$ cat src/rtl/hpa_regs.svh
`ifndef HPA_REGS_SVH
`define HPA_REGS_SVH

// ****************************************
// register offsets (byte addresses)
// ****************************************
`define HPA_OFF_WR_ADDR 12'h000
`define HPA_OFF_RD_ADDR 12'h004
`define HPA_OFF_CTRL 12'h008

// ****************************************
// reset values and control fields
// ****************************************
`define HPA_ADDR_RST 32'h00008000
`define HPA_CTRL_RST 32'h00000000
`define HPA_CTRL_MASK 32'h00000a01
`define HPA_CTRL_ORDER_BIT 0
`define HPA_CTRL_DUAL_BIT 9
`define HPA_CTRL_SEL_BIT 11

`endif

$ cat src/rtl/hpa_pkg.sv
`default_nettype none

package hpa_pkg;

    // ****************************************
    // apb register decode
    // ****************************************
    typedef enum logic [1:0]
    {
        HPA_SEL_NONE = 2'b00,
        HPA_SEL_WR = 2'b01,
        HPA_SEL_RD = 2'b10,
        HPA_SEL_CTRL = 2'b11
    } hpa_reg_sel_t;

    typedef logic [31:0] hpa_word_t;
    typedef logic [15:0] hpa_half_t;

endpackage : hpa_pkg

`default_nettype wire

$ cat src/rtl/hpa_addr_regs.sv
// How it works
// - two independent 32-bit registers hold the host write address and the host read address.
// - a control bit makes the pair look to the host like one shared register or like two.
// - the write address register takes any 32-bit value and resets to 0000_8000 hex.
// - the read address register takes any 32-bit value and resets to 0000_8000 hex.
// - with dual_address_enable at 0 the host sees one register, at 1 it sees two.
// - in dual mode host address accesses go to the write register on select 0, read on 1.
// - the internal processor reaches each address register on its own in any mode.
// - halfword_order 0 puts the most significant half first, 1 the least significant half.
`include "hpa_regs.svh"
`default_nettype none

module hpa_addr_regs
(
    // apb clock and reset
    input wire logic pclk,
    input wire logic presetn,
    // apb slave
    input wire logic psel,
    input wire logic penable,
    input wire logic pwrite,
    input wire logic [11:0] paddr,
    input wire hpa_pkg::hpa_word_t pwdata,
    output logic [31:0] prdata,
    output logic pready,
    output logic pslverr,
    // host address halfword access
    input wire logic host_addr_wr,
    input wire logic host_addr_rd,
    input wire logic host_half_second,
    input wire hpa_pkg::hpa_half_t host_wdata,
    output logic [15:0] host_rdata,
    // addresses and modes to the data path
    output logic [31:0] write_address,
    output logic [31:0] read_address,
    output logic halfword_order,
    output logic dual_address_enable
);
    import hpa_pkg::*;

    // ****************************************
    // helpers
    // ****************************************
    function automatic hpa_reg_sel_t decode(input logic [11:0] addr);
        case (addr)
            `HPA_OFF_WR_ADDR: decode = HPA_SEL_WR;
            `HPA_OFF_RD_ADDR: decode = HPA_SEL_RD;
            `HPA_OFF_CTRL: decode = HPA_SEL_CTRL;
            default: decode = HPA_SEL_NONE;
        endcase
    endfunction : decode

    // true when this halfword is the upper half
    function automatic logic is_upper(input logic second, input logic order);
        is_upper = (second == order);
    endfunction : is_upper

    function automatic hpa_half_t pick_half(input hpa_word_t val, input logic upper);
        pick_half = upper ? val[31:16] : val[15:0];
    endfunction : pick_half

    function automatic hpa_word_t put_half(input hpa_word_t val, input hpa_half_t half,
        input logic upper);
        put_half = upper ? {half, val[15:0]} : {val[31:16], half};
    endfunction : put_half

    // ****************************************
    // state
    // ****************************************
    hpa_word_t wr_addr_ff;
    hpa_word_t nxt_wr_addr;
    hpa_word_t rd_addr_ff;
    hpa_word_t nxt_rd_addr;
    hpa_word_t ctrl_ff;
    hpa_word_t nxt_ctrl;
    hpa_word_t prdata_ff;
    hpa_word_t nxt_prdata;
    hpa_half_t host_rdata_ff;
    hpa_half_t nxt_host_rdata;

    hpa_reg_sel_t apb_sel;
    logic apb_wr;
    logic apb_setup_rd;
    logic order;
    logic dual;
    logic sel_rd;
    logic upper;
    logic host_to_wr;
    logic host_to_rd;

    assign apb_sel = decode(paddr);
    assign apb_wr = psel & penable & pwrite;
    assign apb_setup_rd = psel & ~penable & ~pwrite;
    assign order = ctrl_ff[`HPA_CTRL_ORDER_BIT];
    assign dual = ctrl_ff[`HPA_CTRL_DUAL_BIT];
    assign sel_rd = ctrl_ff[`HPA_CTRL_SEL_BIT];
    assign upper = is_upper(host_half_second, order);
    assign host_to_wr = ~dual | ~sel_rd;
    assign host_to_rd = ~dual | sel_rd;

    // ****************************************
    // apb answer
    // ****************************************
    assign pready = 1'b1;
    assign pslverr = psel & penable & (apb_sel == HPA_SEL_NONE);
    assign prdata = prdata_ff;

    // ****************************************
    // address and control registers
    // ****************************************
    always_comb
    begin
        nxt_wr_addr = wr_addr_ff;
        nxt_rd_addr = rd_addr_ff;
        nxt_ctrl = ctrl_ff;
        if (host_addr_wr && host_to_wr)
        begin
            nxt_wr_addr = put_half(wr_addr_ff, host_wdata, upper);
        end
        if (host_addr_wr && host_to_rd)
        begin
            nxt_rd_addr = put_half(rd_addr_ff, host_wdata, upper);
        end
        if (apb_wr)
        begin
            case (apb_sel)
                HPA_SEL_WR: nxt_wr_addr = pwdata;
                HPA_SEL_RD: nxt_rd_addr = pwdata;
                HPA_SEL_CTRL: nxt_ctrl = pwdata & `HPA_CTRL_MASK;
                default: nxt_ctrl = ctrl_ff;
            endcase
        end
    end

    always_ff @(posedge pclk or negedge presetn)
    begin
        if (!presetn)
        begin
            wr_addr_ff <= `HPA_ADDR_RST;
            rd_addr_ff <= `HPA_ADDR_RST;
            ctrl_ff <= `HPA_CTRL_RST;
        end
        else
        begin
            wr_addr_ff <= nxt_wr_addr;
            rd_addr_ff <= nxt_rd_addr;
            ctrl_ff <= nxt_ctrl;
        end
    end

    // ****************************************
    // read data
    // ****************************************
    always_comb
    begin
        nxt_prdata = prdata_ff;
        nxt_host_rdata = host_rdata_ff;
        if (apb_setup_rd)
        begin
            case (apb_sel)
                HPA_SEL_WR: nxt_prdata = wr_addr_ff;
                HPA_SEL_RD: nxt_prdata = rd_addr_ff;
                HPA_SEL_CTRL: nxt_prdata = ctrl_ff;
                default: nxt_prdata = 32'h00000000;
            endcase
        end
        if (host_addr_rd)
        begin
            nxt_host_rdata = pick_half(host_to_wr ? wr_addr_ff : rd_addr_ff, upper);
        end
    end

    always_ff @(posedge pclk or negedge presetn)
    begin
        if (!presetn)
        begin
            prdata_ff <= 32'h00000000;
            host_rdata_ff <= 16'h0000;
        end
        else
        begin
            prdata_ff <= nxt_prdata;
            host_rdata_ff <= nxt_host_rdata;
        end
    end

    assign host_rdata = host_rdata_ff;
    assign write_address = wr_addr_ff;
    assign read_address = rd_addr_ff;
    assign halfword_order = order;
    assign dual_address_enable = dual;
endmodule : hpa_addr_regs

`default_nettype wire

$ cat config.mk
export PLATFORM = sky130hd
export DESIGN_NAME = hpa_addr_regs
export DESIGN_NICKNAME = d
export VERILOG_FILES = /design/src/rtl/hpa_pkg.sv /design/src/rtl/hpa_addr_regs.sv
export VERILOG_INCLUDE_DIRS = /design/src /design/src/rtl
export SDC_FILE = /design/constraint.sdc
export NUM_CORES = 1
export LEC_CHECK = 0
export BUFFER_PORTS_ARGS = -buffer_cell sky130_fd_sc_hd__buf_2
export CORE_AREA = 2 2 113 115
export CTS_CLUSTER_DIAMETER = 120
export CTS_CLUSTER_SIZE = 25
export DETAILED_ROUTE_END_ITERATION = 7
export DIE_AREA = 0 0 115 117
export GPL_TIMING_DRIVEN = 0
export MAX_ROUTING_LAYER = met4
export PLACE_DENSITY_LB_ADDON = 0.08
export SLEW_MARGIN = 30
export SYNTH_ARGS = -nofsm -noshare
export SYNTH_HDL_FRONTEND = slang
export SYNTH_SLANG_ARGS = --single-unit
export TNS_END_PERCENT = 5
$ cat constraint.sdc
create_clock -name pclk -period 2.8 [get_ports pclk]
set_input_delay 0.28 -clock pclk [delete_from_list [all_inputs] [get_ports pclk]]
set_output_delay 0.28 -clock pclk [all_outputs]
set_load 0.05 [all_outputs]
Yosys cells after proc, flatten, opt, wreduce, memory -nomap -nowiden
Cells that the tools add are included.
- reduce and logical (&&, ||, !) cells: 5
- eq/ne operators: 6
- mux-type cells: 12
- bitwise logic cells: 11
- operators with widths (cell ; count):
    2-to-1 mux 32 bit ; 9
    one-hot mux 32 bit (3 select lines) ; 1
    2-to-1 mux 16 bit ; 1
    equality test 12 x 3 -> 1 bit, second input constant ; 1
    equality test 12 x 4 -> 1 bit, second input constant ; 1
    logical NOT 12 bit ; 1
    one-hot mux 2 bit (3 select lines) ; 1
    AND 1 bit ; 5
    equality test 2 bit, second input constant ; 2
    NOT 1 bit ; 4
    equality test 2 x 1 -> 1 bit, second input constant ; 1
    logical AND 1 bit ; 2
    logical NOT 2 bit ; 1
    bitwise OR 1 bit ; 2
    AND reduction 2 bit ; 1
    equality test 1 bit ; 1
- word-level logic and storage cells: 39
- bits of input ports: 68
- output and inout port bits: 116
- flip-flop bits (word level): 115

Longest topological paths before layout
- depth in word-level cells: 6
- mapped depth: 7
- mapped depth without buffers: 4

Worst setup path after synthesis
Ideal clock, no wire load.
- path type: reg2reg
- start point: reg ctrl_ff[0]
- end point: reg host_rdata_ff[10], in the netlist host_rdata[10]
- path buffers: 1
- data required time: 2.675 ns
- clock period less this slack: 2.121 ns
- slack: 0.679 ns
- library setup time: 0.125 ns
- cell stages (with the launch flop): 5
- data arrival time: 1.997 ns
- cell sequence: dfrtp_1 xor2_2 buf_4 mux4_2 mux2_2
- cells in the longest elaborated chain, start to end: 2
- ends and longest elaborated chain (element ; RTL line ; RTL):
    start: declaration ; hpa_addr_regs.sv:74 ; hpa_word_t ctrl_ff;
    start signal: assignment ; hpa_addr_regs.sv:141 ; ctrl_ff <= `HPA_CTRL_RST;
    start signal: assignment ; hpa_addr_regs.sv:147 ; ctrl_ff <= nxt_ctrl;
    equality test 1 bit ; hpa_addr_regs.sv:55 ; is_upper = (second == order);
    2-to-1 mux 16 bit ; hpa_addr_regs.sv:59 ; pick_half = upper ? val[31:16] : val[15:0];
    end signal: assignment ; hpa_addr_regs.sv:183 ; host_rdata_ff <= nxt_host_rdata;
    end: declaration ; hpa_addr_regs.sv:78 ; hpa_half_t host_rdata_ff;
Every way passes these cells.
A chain may end at the register's enable or synchronous reset.

Final worst setup path
- start point: reg ctrl_ff[0]
- end point: reg rd_addr_ff[23], in the netlist read_address[23]
- cells in the longest elaborated chain, start to end: 5
- ends and longest elaborated chain (element ; RTL line ; RTL):
    equality test 1 bit (*) ; hpa_addr_regs.sv:55 ;
    2-to-1 mux 32 bit (*) ; hpa_addr_regs.sv:64 ; put_half = upper ? {half, val[15:0]} : {val[31:16], half};
    2-to-1 mux 32 bit (*) ; hpa_addr_regs.sv:120 ; if (host_addr_wr && host_to_rd)
    2-to-1 mux 32 bit ; hpa_addr_regs.sv:126 ; case (apb_sel)
    2-to-1 mux 32 bit (*) ; hpa_addr_regs.sv:124 ; if (apb_wr)
    via nxt_rd_addr[23] ; hpa_addr_regs.sv:73 ; hpa_word_t nxt_rd_addr;
    end signal: assignment ; hpa_addr_regs.sv:140 ; rd_addr_ff <= `HPA_ADDR_RST;
    end signal: assignment ; hpa_addr_regs.sv:146 ; rd_addr_ff <= nxt_rd_addr;
    end: declaration ; hpa_addr_regs.sv:72 ; hpa_word_t rd_addr_ff;
The timed path passes the listed nets; every way through them passes the cells marked *.

==> impl_metrics.csv <==
group,metric,value,unit
run_status,status,"complete, no violations",
timing,final_critical_path_setup_slack,0.446,ns
critical_path,critical_path_required,3.09,ns
finish,stdcell_count,815,
power_and_ir_drop,cellLeakagePower,0.00382,µW
logic_synthesis,synth.area.top_cells,"dfrtp_1 (47%), mux2_4 (7.5%), mux2_2 (7.3%), mux4_2 (6.0%), mux2i_1 (5.8%)",
routing,drtPass1Iterations,5,
finish,final_design_area_no_fill,7710,µm²
grt,overflow,0,
timing,timing.final.hold_violations,0,
logic_synthesis,ys_ff_latch,115,
logic_synthesis,async_flop_share,100,%
clock_network,cts_num_sinks,115,
routing,wl,19.3,mm
power_and_ir_drop,power_per_cell_area,732,nW/µm²
finish,antenna-diode-count,0,
critical_path,worst_setup_path_endpoint,"read_address[23]$_DFF_PN0_",
clock_network,worst_skew_pair.late_latency,0.40,ns
clock_network,post_cts_sizing_count,0,
timing,totalNegativeSetupSlack,0,ns
critical_path,critical_path_type,"reg -> reg",
finish,layout.nets,720,
grt,grtUsageTotal,30.0,%
logic_synthesis,yosys.area.top_type,"dfrtp_1",
finish,final_layout_size_suffix_gt1_share,48.9,%
floorplan,initial_utilization,48.7,%
clock_network,cts.path.max_buffers,2,
timing,slew_headroom,42.3,%
routing,count_of_routing_violations_after_the_opening_detailed_route_iteration,380,
timing,finClkSkew,0.0102,ns
routing,routed_wire_length_per_instance,23.7,µm
logic_synthesis,yosysUniqueCellTypes,40,
clock_network,clock_tree_from_tritoncts,"done",
finish,flow.area_growth_from_synthesis,28.5,%
critical_path,ff2ff_setup_slack,0.45,ns
critical_path,cpPeakStageDelay,0.63,ns
timing,final.period_utilization,84.1,%
logic_synthesis,mappedNetlistArea,6000,µm²
grt,grt_start_max_net_pins,87,
routing,route.detailed.vias_per_inst,5.96,
timing,layout_min_cycle_time,2.35,ns
logic_synthesis,synth_top_flop_cell,"dfrtp_1",
placement,gp_congestion,0.810,
floorplan,row_count,41,
logic_synthesis,syn_area_per_cell,13.3,µm²
timing,timing.final.max_slew_violations,0,
timing,hold_ws,0.127,ns
logic_synthesis,synth_fp_nets,519,
clock_network,cts_htree_levels,4,
critical_path,worstPathMaxFanout,10,
placement,dpl.cell_count,782,
timing,max_freq,0.425,GHz
placement,post_placement_cell_area,7120,µm²
critical_path,crit_path_cell_trace,"xnor2_2 > nand3_4 > buf_6 > mux2_1 > mux2_4",
clock_network,cts.root.buffer_cell,"clkbuf_16",
power_and_ir_drop,vdd_ir_drop_max,0.308,mV
routing,number_of_nets_with_antenna_violations_after_routing,0,
critical_path,critical_path_arrival,2.64,ns
critical_path,slowest_stage,"xnor2_2",
floorplan,die_h,117,µm
critical_path,crit-reg2reg-launch,"ctrl_ff[0]$_DFFE_PN0P_",
logic_synthesis,synth_edf_count,0,
logic_synthesis,synthDominantCellAreaShare,47.2,%
placement,dp_worst_setup_slack,0.425,ns
floorplan,core,12300,µm²
timing,timing_worst_slew_pin_value,0.866,ns
placement,port_buffers,180,
floorplan,die_x,115,µm
critical_path,worst_setup_path_start_kind,"flop",
floorplan,floorplan.io_pins,184,
timing,number_of_failing_setup_endpoints_in_the_final_timing_report,0,
grt,antenna_violations_before_repair,0,
critical_path,r2r.worst_path.cells,5,
clock_network,clk_pin_slew,0.05,ns
critical_path,timing.critical_path.to_type,"flop",
logic_synthesis,synth-seq-area-share,48.0,%
clock_network,number_of_cts_inserted_buffers,17,
critical_path,r2r_end,"read_address[23]$_DFF_PN0_",
logic_synthesis,yosys_warnings,0,
grt,global_route_wire_length_before_repair,28.7,mm
floorplan,die_area,13500,µm²
grt,first_global_vias,4902,
logic_synthesis,synth_instances,451,
placement,hpwlAfterDp,12.9,mm
routing,vias,4856,
routing,drt_drc_violations_left,0,
flow_run,max_cap_violations,0,
critical_path,timing.critical_path.from,"ctrl_ff[0]$_DFFE_PN0P_",
hold_path,timing.hold.worst.class,"in -> reg",
timing,grt_setup_unrepaired,"false",
[cells in the final DEF (no fill, tap or decap), types with 2 or more instances in the layout]
cell	count
nor4_1	32
dfrtp_1	113
buf_4	2
a221o_1	28
clkbuf_16	17
dfstp_2	2
nor3_1	2
buf_2	190
mux2_2	39
nor2_1	4
nand3_1	2
mux2_1	14
o31ai_1	3
clkbuf_1	23
mux4_2	16
a21oi_1	35
nand2_1	8
mux2i_1	35
nor4_4	2
nand2b_1	2
clkinv_2	2
nand3_4	2
clkbuf_8	6
and2_0	28
nand3_2	2
mux2_4	30
buf_6	5
[synthesized netlist by cell type (all sizes together), types with 2 or more instances]
cell type and number:
nand3 6, nor3 3, o31ai 3, mux4 16
clkbuf 18, dfrtp 113, dfstp 2, and2 28
nand2b 2, a21oi 35, buf 19, nand2 9
mux2 83, mux2i 35, a221o 28, nor4 34
nor2 4
[metrics by stage]
stage          power [µW]  util (%)
2_1_floorplan        3120         -
5_1_grt              5830      62.6
4_1_cts              5650      62.6
6_report             5640      62.6
3_3_place_gp         3530      57.5
3_5_place_dp         3560      57.8
[state kept, by name, summed over array words and instances, names as in the netlist]
signal         count
host_rdata        16
ctrl_ff            3
read_address      32
write_address     32
prdata            32
[critical path, delay by kind of cell (launching register included)]
family,cells,cell delay (ns)
buffers and inverters,1,0.25
DFF,1,0.49
and+or+nand+nor,1,0.29
xor gates and xnor gates,1,0.63
muxes,2,0.58
[how the worst min path moves through the flow]
stage                     startpoint                         end  slack (ns)  cells after the start
6_report                  pwdata[14]  read_address[14]$_DFF_PN0_        0.13                      2
4_1_cts                   pwdata[10]  read_address[10]$_DFF_PN0_        0.12                      2
3_3_place_gp   prdata[9]$_DFFE_PN0P_       prdata[9]$_DFFE_PN0P_        0.47                      2
3_5_place_dp                 presetn  read_address[24]$_DFF_PN0_        0.15                      1
5_1_grt                   pwdata[14]  read_address[14]$_DFF_PN0_        0.12                      2
2_1_floorplan                presetn      ctrl_ff[0]$_DFFE_PN0P_       -0.02                      0
[cell type report]
class / count / area, µm²
timing repair buffer: 182 / 948
clock inverter: 4 / 47.5
tap: 150 / 188
multi-input combinational: 298 / 2910
buffer: 37 / 198
clock buffer: 28 / 527
sequential: 115 / 2880
fill: 1033 / 4610
inverter: 1 / 3.75
[metal layers]
layer | global-route usage [%] | up-vias | part of all wire [%]
met5 | - | - | 0
met4 | 10.2 | 0 | 1.9
met3 | 5.41 | 24 | 6.1
met2 | 45.5 | 222 | 47
met1 | 41.3 | 2470 | 45
li1 | - | 2140 | -
[what timing repair did]
| item | 4_1_cts | 5_1_grt |
|---|---|---|
| hold buffers | 1 | 0 |
| setup buffers | 0 | 0 |
| endpoints found under the hold margin | 29 | 0 |
[logic make-up (layout without fill, tap and decap cells)]
family,after synthesis,after routing,share of synthesized area (%)
buffers and inverters,38,252,3.36
AO/OA/AOI/OAI,68,68,8.24
XOR/XNOR,2,2,0.543
multiplexers,134,134,29.3
other,1,1,0.0625
AND/OR/NAND/NOR,93,93,10.4
flip-flops,115,115,48.0
[power breakdown]
part           leakage, µW  total [µW]  internal, µW  switching (µW)
sequential         0.00143        2050          1860             192
clock             0.000281        2100          1360             737
combinational      0.00212        1490           479            1010
(Power assumes the default switching activity.)
